$ cat src/rfap_pkg.sv
// Constants, field layout and carrier types of the control register with field access classes.
// Assumes one 200 MHz core clock and a single register of fixed layout.
package rfap_pkg;

    ////////////////////////////////////////////////////////////////////////////
    // Access classes of a field
    typedef enum logic [1:0] {
        RFAP_CLS_RW,
        RFAP_CLS_RO,
        RFAP_CLS_RSV
    } rfap_class_t;

    ////////////////////////////////////////////////////////////////////////////
    // Register and field layout
    localparam int unsigned RFAP_REG_W = 32;
    localparam int unsigned RFAP_NF    = 6;
    localparam int unsigned RFAP_EXT_W = 4;

    // Field indices
    localparam int unsigned RFAP_FI_RW     = 0;  // Software and hardware read-write
    localparam int unsigned RFAP_FI_RO_ZR  = 1;  // Hardware-updated, reset to zero
    localparam int unsigned RFAP_FI_RO_PRE = 2;  // Hardware-updated, preset at reset
    localparam int unsigned RFAP_FI_RO_EXT = 3;  // Loaded from straps after reset
    localparam int unsigned RFAP_FI_RO_UND = 4;  // Hardware-updated, reset to zero in this model
    localparam int unsigned RFAP_FI_RSV    = 5;  // Reserved, reads zero

    localparam int unsigned RFAP_F_LSB [RFAP_NF] = '{0, 8, 16, 20, 24, 28};
    localparam int unsigned RFAP_F_W   [RFAP_NF] = '{8, 8, 4, 4, 4, 4};
    localparam rfap_class_t RFAP_F_CLS [RFAP_NF] = '{RFAP_CLS_RW, RFAP_CLS_RO, RFAP_CLS_RO,
                                                     RFAP_CLS_RO, RFAP_CLS_RO, RFAP_CLS_RSV};
    localparam bit          RFAP_F_EXT [RFAP_NF] = '{1'b0, 1'b0, 1'b0, 1'b1, 1'b0, 1'b0};

    // Reset values; the preset value is a plain default
    localparam logic [RFAP_REG_W-1:0] RFAP_RST_ZERO   = 32'h0000_0000;
    localparam logic [RFAP_REG_W-1:0] RFAP_RST_PRESET = 32'h0000_0005;
    localparam logic [RFAP_REG_W-1:0] RFAP_F_RST [RFAP_NF] = '{RFAP_RST_ZERO, RFAP_RST_ZERO,
                                                               RFAP_RST_PRESET, RFAP_RST_ZERO,
                                                               RFAP_RST_ZERO, RFAP_RST_ZERO};

    // Per-register masks derived from the field classes
    localparam logic [RFAP_REG_W-1:0] RFAP_SW_WMASK = 32'h0000_00ff;
    localparam logic [RFAP_REG_W-1:0] RFAP_RSV_MASK = 32'hf000_0000;

    ////////////////////////////////////////////////////////////////////////////
    // Carriers
    typedef struct packed {
        logic                  wr;     // move_to_coprocessor0 write
        logic                  rd;     // Software read
        logic [RFAP_REG_W-1:0] wdata;
    } rfap_sw_req_t;

    typedef struct packed {
        logic                  valid;
        logic [RFAP_REG_W-1:0] rdata;
    } rfap_sw_rsp_t;

    typedef struct packed {
        logic [RFAP_NF-1:0]    we;     // One enable per field
        logic [RFAP_REG_W-1:0] wdata;  // Aligned to register bit positions
    } rfap_hw_upd_t;

    // Top-level state
    typedef struct packed {
        logic         boot;            // Set once straps have been taken
        rfap_sw_rsp_t rsp;
    } rfap_state_t;

endpackage

$ cat src/rfap_reg.sv
// Control register whose fields follow read-write, read-only and reserved access classes.
// Assumes software requests and hardware updates come from logic on the same clock,
// and that the strap value is stable around reset release.
//
// What this block does
// - Read-write field bits readable and writable by software.
// - Hardware and software updates mutually visible.
// - Read-write field initialised before predictable read.
// - Read-only field ignores software writes.
// - Read-only read returns last hardware value.
// - Read-only field loads zero, preset or strap.
// - Undefined-reset field changes only on update.
// - Reserved field ignores every software write.
// - Reserved field always reads as zero.
// - Reserved field resets to zero.
// - Reserved bits dropped, other fields still written.
`timescale 1ns/100ps
`default_nettype none
module rfap_reg
    import rfap_pkg::*;
(
    input  wire logic                  clock,
    input  wire logic                  reset_n,
    input  wire rfap_sw_req_t          sw_req,
    input  wire rfap_hw_upd_t          hw_upd,
    input  wire logic [RFAP_EXT_W-1:0] ext_value,
    output rfap_sw_rsp_t               sw_rsp,
    output logic      [RFAP_REG_W-1:0] field_value
);

    rfap_state_t           st_q;
    rfap_state_t           st_d;
    logic [RFAP_REG_W-1:0] sw_wdata_m;
    logic                  load_ext;

    ////////////////////////////////////////////////////////////////////////////
    // Write mask keeps software data off every non-writable field
    assign sw_wdata_m = sw_req.wdata & RFAP_SW_WMASK;
    assign load_ext   = !st_q.boot;

    ////////////////////////////////////////////////////////////////////////////
    // One instance per field, each taking its class from the layout table
    for (genvar i = 0; i < RFAP_NF; i++) begin : g_field
        localparam int unsigned LSB = RFAP_F_LSB[i];
        localparam int unsigned FW  = RFAP_F_W[i];
        logic [FW-1:0] ext_slice;
        if (RFAP_F_EXT[i]) begin : g_ext
            assign ext_slice = ext_value[FW-1:0];
        end else begin : g_noext
            assign ext_slice = '0;
        end
        rfap_field #(
            .W   (FW),
            .CLS (RFAP_F_CLS[i]),
            .RST (RFAP_F_RST[i][FW-1:0]),
            .EXT (RFAP_F_EXT[i])
        ) u_field (
            .clock    (clock),
            .reset_n  (reset_n),
            .load_ext (load_ext),
            .ext_val  (ext_slice),
            .sw_we    (sw_req.wr),
            .sw_wdata (sw_wdata_m[LSB +: FW]),
            .hw_we    (hw_upd.we[i]),
            .hw_wdata (hw_upd.wdata[LSB +: FW]),
            .value    (field_value[LSB +: FW])
        );
    end

    ////////////////////////////////////////////////////////////////////////////
    // Read path and strap capture; reads are registered so the answer is one cycle late
    always_comb begin
        st_d           = st_q;
        st_d.boot      = 1'b1;  // Straps taken in the first cycle after release
        st_d.rsp.valid = sw_req.rd;
        if (sw_req.rd) begin
            st_d.rsp.rdata = field_value & ~RFAP_RSV_MASK;
        end
    end

    // Straps are never sampled under reset; they load on the first clock after it
    always_ff @(posedge clock or negedge reset_n) begin
        if (!reset_n) begin
            st_q.boot      <= 1'b0;
            st_q.rsp.valid <= 1'b0;
            st_q.rsp.rdata <= RFAP_RST_ZERO;
        end else begin
            st_q <= st_d;
        end
    end

    assign sw_rsp = st_q.rsp;

    ////////////////////////////////////////////////////////////////////////////
    // Helper slices for the checks below
    logic [RFAP_F_W[RFAP_FI_RW]-1:0]     v_rw;
    logic [RFAP_F_W[RFAP_FI_RO_ZR]-1:0]  v_zr;
    logic [RFAP_F_W[RFAP_FI_RO_PRE]-1:0] v_pre;
    logic [RFAP_F_W[RFAP_FI_RO_EXT]-1:0] v_ext;
    logic [RFAP_F_W[RFAP_FI_RO_UND]-1:0] v_und;
    logic [RFAP_F_W[RFAP_FI_RSV]-1:0]    v_rsv;
    logic [RFAP_F_W[RFAP_FI_RW]-1:0]     w_rw;
    logic [RFAP_F_W[RFAP_FI_RSV]-1:0]    w_rsv;
    logic [RFAP_F_W[RFAP_FI_RO_ZR]-1:0]  h_zr;

    assign v_rw  = field_value[RFAP_F_LSB[RFAP_FI_RW]     +: RFAP_F_W[RFAP_FI_RW]];
    assign v_zr  = field_value[RFAP_F_LSB[RFAP_FI_RO_ZR]  +: RFAP_F_W[RFAP_FI_RO_ZR]];
    assign v_pre = field_value[RFAP_F_LSB[RFAP_FI_RO_PRE] +: RFAP_F_W[RFAP_FI_RO_PRE]];
    assign v_ext = field_value[RFAP_F_LSB[RFAP_FI_RO_EXT] +: RFAP_F_W[RFAP_FI_RO_EXT]];
    assign v_und = field_value[RFAP_F_LSB[RFAP_FI_RO_UND] +: RFAP_F_W[RFAP_FI_RO_UND]];
    assign v_rsv = field_value[RFAP_F_LSB[RFAP_FI_RSV]    +: RFAP_F_W[RFAP_FI_RSV]];
    assign w_rw  = sw_req.wdata[RFAP_F_LSB[RFAP_FI_RW]    +: RFAP_F_W[RFAP_FI_RW]];
    assign w_rsv = sw_req.wdata[RFAP_F_LSB[RFAP_FI_RSV]   +: RFAP_F_W[RFAP_FI_RSV]];
    assign h_zr  = hw_upd.wdata[RFAP_F_LSB[RFAP_FI_RO_ZR] +: RFAP_F_W[RFAP_FI_RO_ZR]];
endmodule
`default_nettype wire

$ cat src/rfap_field.sv
// One field of the control register, behaving as its access class demands.
// Assumes the parent gives it aligned slices of the software and hardware write data.
`timescale 1ns/100ps
`default_nettype none
module rfap_field
    import rfap_pkg::*;
#(
    parameter int unsigned W   = 8,
    parameter rfap_class_t CLS = RFAP_CLS_RW,
    parameter logic [W-1:0] RST = '0,
    parameter bit          EXT = 1'b0
) (
    input  wire logic         clock,
    input  wire logic         reset_n,
    input  wire logic         load_ext,
    input  wire logic [W-1:0] ext_val,
    input  wire logic         sw_we,
    input  wire logic [W-1:0] sw_wdata,
    input  wire logic         hw_we,
    input  wire logic [W-1:0] hw_wdata,
    output logic      [W-1:0] value
);

    typedef struct packed {
        logic [W-1:0] val;
    } rfap_fstate_t;

    rfap_fstate_t st_q;
    rfap_fstate_t st_d;

    ////////////////////////////////////////////////////////////////////////////
    // Next value; hardware wins over a same-cycle software write so no event is lost
    always_comb begin
        st_d = st_q;
        if (CLS == RFAP_CLS_RW && sw_we) begin
            st_d.val = sw_wdata;
        end
        if (CLS != RFAP_CLS_RSV && hw_we) begin
            st_d.val = hw_wdata;
        end
        if (EXT && load_ext) begin
            st_d.val = ext_val;
        end
        // Reserved bits never hold anything, whatever is written
        if (CLS == RFAP_CLS_RSV) begin
            st_d.val = '0;
        end
    end

    // Reset puts every field at a known constant
    always_ff @(posedge clock or negedge reset_n) begin
        if (!reset_n) begin
            st_q.val <= RST;
        end else begin
            st_q <= st_d;
        end
    end

    assign value = st_q.val;

endmodule
`default_nettype wire

$ cat config.mk
export PLATFORM = sky130hd
export DESIGN_NAME = rfap_reg
export DESIGN_NICKNAME = d
export VERILOG_FILES = /design/src/rfap_pkg.sv /design/src/rfap_reg.sv /design/src/rfap_field.sv
export SDC_FILE = /design/constraint.sdc
export NUM_CORES = 1
export LEC_CHECK = 0
export BUFFER_PORTS_ARGS = -buffer_cell sky130_fd_sc_hd__clkbuf_2
export CAP_MARGIN = 25
export CORE_ASPECT_RATIO = 0.75
export CORE_MARGIN = 1
export CORE_UTILIZATION = 40
export CTS_CLUSTER_DIAMETER = 100
export CTS_CLUSTER_SIZE = 16
export DETAILED_ROUTE_END_ITERATION = 12
export PLACE_DENSITY = 0.71
export REMOVE_ABC_BUFFERS = 1
export SYNTH_ARGS = -nofsm -noshare
export SYNTH_HDL_FRONTEND = slang
export SYNTH_SLANG_ARGS = --single-unit
$ cat constraint.sdc
create_clock -name clock -period 1.35 [get_ports clock]
set_clock_uncertainty 0.2 [all_clocks]
set_input_delay 0.0675 -clock clock [delete_from_list [all_inputs] [get_ports clock]]
set_output_delay 0.0675 -clock clock [all_outputs]
set_load 0.02 [all_outputs]
; ---- Yosys cells after proc, flatten, opt, wreduce, memory -nomap -nowiden
; Cells that the tools add are included.
[word_totals]
reg_bits = 58
inputBits = 78
output_inout_bits = 65
wordCells = 14
[classes]
eq_ne = 1
mux = 4
n_reduce_logical = 1
[op_table]
columns = operator, count
row1 = 8-bit 2-to-1 mux, 2
row2 = 4-bit 2-to-1 mux, 2
row3 = 2-bit inequality test (second input constant), 1
row4 = 2-bit nonzero test, 1

; ---- Longest topological paths before layout
[depth]
ltp_word = 2
depth_mapped = 3
ltp_nobuf = 2

; ---- By module
; From an unflattened synthesis, not the netlist that was laid out.
[hier_totals]
hier_cells = 186
hier_area_um2 = 2668.8
[modules_own_cells]
columns = mod, instances, cells_each, area_per_inst_um2, seq_area_each_um2
row1 = rfap_reg, 1, 97, 1451.4, 750.7
row2 = rfap_field (g_field[0].u_field), 1, 34, 372.9, 200.2
row3 = rfap_field (g_field[1].u_field), 1, 17, 331.6, 200.2
row4 = rfap_field (g_field[3].u_field), 1, 17, 186.4, 100.1
row5 = rfap_field (g_field[2].u_field), 1, 8, 147.6, 102.6
row6 = rfap_field (g_field[4].u_field), 1, 8, 145.1, 100.1
row7 = rfap_field (g_field[5].u_field), 1, 5, 33.8, 0.0

; ---- Least setup slack after synthesis
; Ideal clock, no wire load.
[synth_timing]
kind = reg-to-reg
start = register g_field[0].u_field.st_q (netlist bit g_field[0].u_field.value[0])
end = register st_q (netlist bit sw_rsp[0])
setup_ns = 0.125
arrival_ns = 0.715
t_required_ns = 1.025
path_slack_ns = 0.310
path_stages_with_launch = 2
n_path_buf = 0
period_less_slack_ns = 1.040
cell_sequence = dfrtp_1 mux2_2
[synth_lines]
columns = item, line_no
row1 = start: declaration, rfap_field.sv:28  ; rfap_fstate_t st_q;
row2 = start signal: assignment, rfap_field.sv:55  ; st_q <= st_d;
row3 = end signal: assignment, rfap_reg.sv:88  ; st_q <= st_d;
row4 = end: declaration, rfap_reg.sv:31  ; rfap_state_t st_q;
; No word-level cell between the ends.

; ---- Worst setup path in the final report
[layout_timing]
start = register g_field[2].u_field.st_q (netlist bit g_field[2].u_field.value[0])
end = output field_value[16]
[layout_lines]
columns = item, line_no
row1 = start: declaration, rfap_field.sv:28
row2 = start signal: assignment, rfap_field.sv:55
row3 = end: declaration, rfap_reg.sv:28  ; output logic [RFAP_REG_W-1:0] field_value
; No word-level cell between the ends.

==> reports/results.tsv <==
metric	value	unit
ANT cells	0	
required time worst endpoint	1.08	ns
Rows	25	
clock latency at the later pin of the worst-skew pair	0.33	ns
Syn Inst Count	185	
nets	392	
Pwr Density	1240	nW/um2
Fin. Hold Viols	0	
Global Route met2 Usage	31.3	%
critical path's top delay family	flip-flops	
# port buffers	105	
critical path startpoint category	flip-flop	
FMAX	773	MHz
met1 usage	20.0	%
hold endpoint	g_field[0].u_field.value[5]	
number of global-route vias before repair	1896	
Buf/Inv on CP	1	
clk buf depth	2	
Initial Util	41.3	%
RSZ-0062 raised after global routing	false	
dpl hpwl	3280	um
Crit Path Class	flip-flop to primary output	
Mapped Area	2610	um2
minimum clock period	1.29	ns
DRC viols	0	
hold path depth	3	
grt total ovfl	0	
Antenna Nets Post-Route	0	
min-delay src	sw_req[33]	
post-DR wirelength/cell	14.3	um
Synth Register Bits	58	
Clock Sinks	58	
via count	1791	
CP peak stage delay	0.54	ns
vias per cell	4.48	
leak pwr	1.83	nW
outcome	complete, no violations	
Num CTS Buffers	9	
GPL Wtd Cong	0.693	
worst r2r src	g_field[1].u_field.value[0]	
first-pass GRT wire length	9010	um
worst-path fanout max	3	
worst hold-check path type	input pin to flip-flop	
clock transition at the registers of the reported paths	0.06	ns
GRT Total Usage	18.4	%
largest net degree at the start of global routing	59	
Crit. End Element	primary output	
sequential area share after synthesis	55.7	%
Worst R2R End	g_field[1].u_field.value[0]	
initial antenna violation count	0	
worst path cell trace	clkbuf_2	
core box area	6320	um2
met3 usage	6.92	%
DRT Pass-1 Iters	4	
IO Count	143	
Slew Limit Fails	0	
post-synth cell types	16	
path depth of the worst reg2reg path	1	
Die Y	72.0	um
worst path arrival time	1.03	ns
GRT busiest layer	met2	
maximum vdd drop	681	uV
die area	6860	um2
Layout area overhead	38.4	%
Synth top area share	53.6	%
CTS tree	yes	
# setup viols final	0	
MaxCap Viol Count	0	
share of post-route cells with drive strength above 1	52.4	%
final setup margin	0.0566	ns
Sum Neg Setup Slack	0	ns
First DRT Iteration DRCs	67	
dominant cell type by area after synthesis	dfrtp_1	
hold_ws	0.0618	ns
drt total wl	5710	um
Slowest cell on crit path	dfstp_2	
dpl ws	0.289	ns
H-tree depth	3	
Die W	95.3	um
clk root buf	clkbuf_8	
flop-to-flop setup slack	0.34	ns
period utilization	95.8	%
Ys Warns	0	
syn avg cell area	14.1	um2
top cells by area, synth	dfrtp_1, mux2_4, buf_4, mux2_2, mux2i_1	
Yosys cell counts:
cell type   n
a21oi_1     4
buf_1       1
buf_12      2
buf_2       2
buf_4      38
buf_6       1
clkbuf_2    1
conb_1      2
dfrtp_1    56
dfstp_2     2
mux2_2     24
mux2_4     20
mux2i_1    12
nand2_1     8
nor2_1      4
o21ai_0     8
what timing repair did:
action | in CTS | in global routing
gates resized for setup | 0 | 1
buffers inserted | 0 | 0
hold endpoints to repair | 87 | 1
setup endpoints to repair | 0 | 1
hold buffers | 48 | 1
power breakdown:
group / total, W / internal [W] / switching, W
sequential: 0.00210 / 0.00195 / 0.000143
clock: 0.00133 / 0.000707 / 0.000622
combinational: 0.00107 / 0.000514 / 0.000554
cell families after synthesis:
kind of cell           Yosys count  share of synthesized area (%)
multiplexers                    56                           26.4
other                            2                          0.287
AO/OA/AOI/OAI                   12                           2.30
buffers and inverters           45                           13.6
flip-flops                      58                           55.7
AND/OR/NAND/NOR                 12                           1.72
state kept, by name, summed over array words and instances, names as in the netlist:
| register | count |
|---|---|
| sw_rsp | 29 |
| st_q | 1 |
| g_field.u_field.value | 28 |
routing by layer:
metal  wire length (um)  vias to the layer above
met4                115                        0
met3                433                       14
met2               2870                       85
met1               2290                      854
met5                  0                        -
li1                   -                      838
cell usage in the layout, fill, tap and decap left out:
cell type      count
a21oi_1            4
o21ai_0            7
clkbuf_1           3
buf_12             3
mux2i_1           12
mux2_2            24
conb_1             9
dlygate4sd3_1     48
dfrtp_1           56
nor2_1             4
nand2_1            8
clkinv_2           3
clkbuf_2         105
mux2_4            20
clkbuf_8          10
dfstp_2            2
o21ai_1            1
worst max path at each step:
stage / cells after the start / endpoint / start / slack [ns]
3_5_place_dp: 3 / sw_rsp[5] / sw_req[32] / 0.29
3_3_place_gp: 3 / sw_rsp[4] / sw_req[32] / 0.31
4_1_cts: 5 / g_field[0].u_field.value[5] / hw_upd[5] / 0.03
5_1_grt: 1 / field_value[18] / g_field[2].u_field.value[2] / 0.009
2_1_floorplan: 1 / sw_rsp[0] / g_field[0].u_field.value[0] / 0.31
6_report: 1 / field_value[16] / g_field[2].u_field.value[0] / 0.06
through the flow:
step                cell area, um2  utilization [%]  cells  total power (W)
floorplan                     2280                -    147          0.00264
global placement              2970             47.0    336          0.00305
detailed placement            2970             47.0    336          0.00307
CTS                           3610             57.2    400          0.00455
global route                  3610             57.2    400          0.00475
finish                        3610             57.2    400          0.00449
area by class of cell:
class                   instances  area, um2
clock buffers                  13        149
clock inverters                 3       15.0
fillers                       538       2700
multi-input cells              89        830
flip-flops and latches         58       1450
well taps                      81        101
repair buffers                156       1070
(Power assumes the default switching activity.)
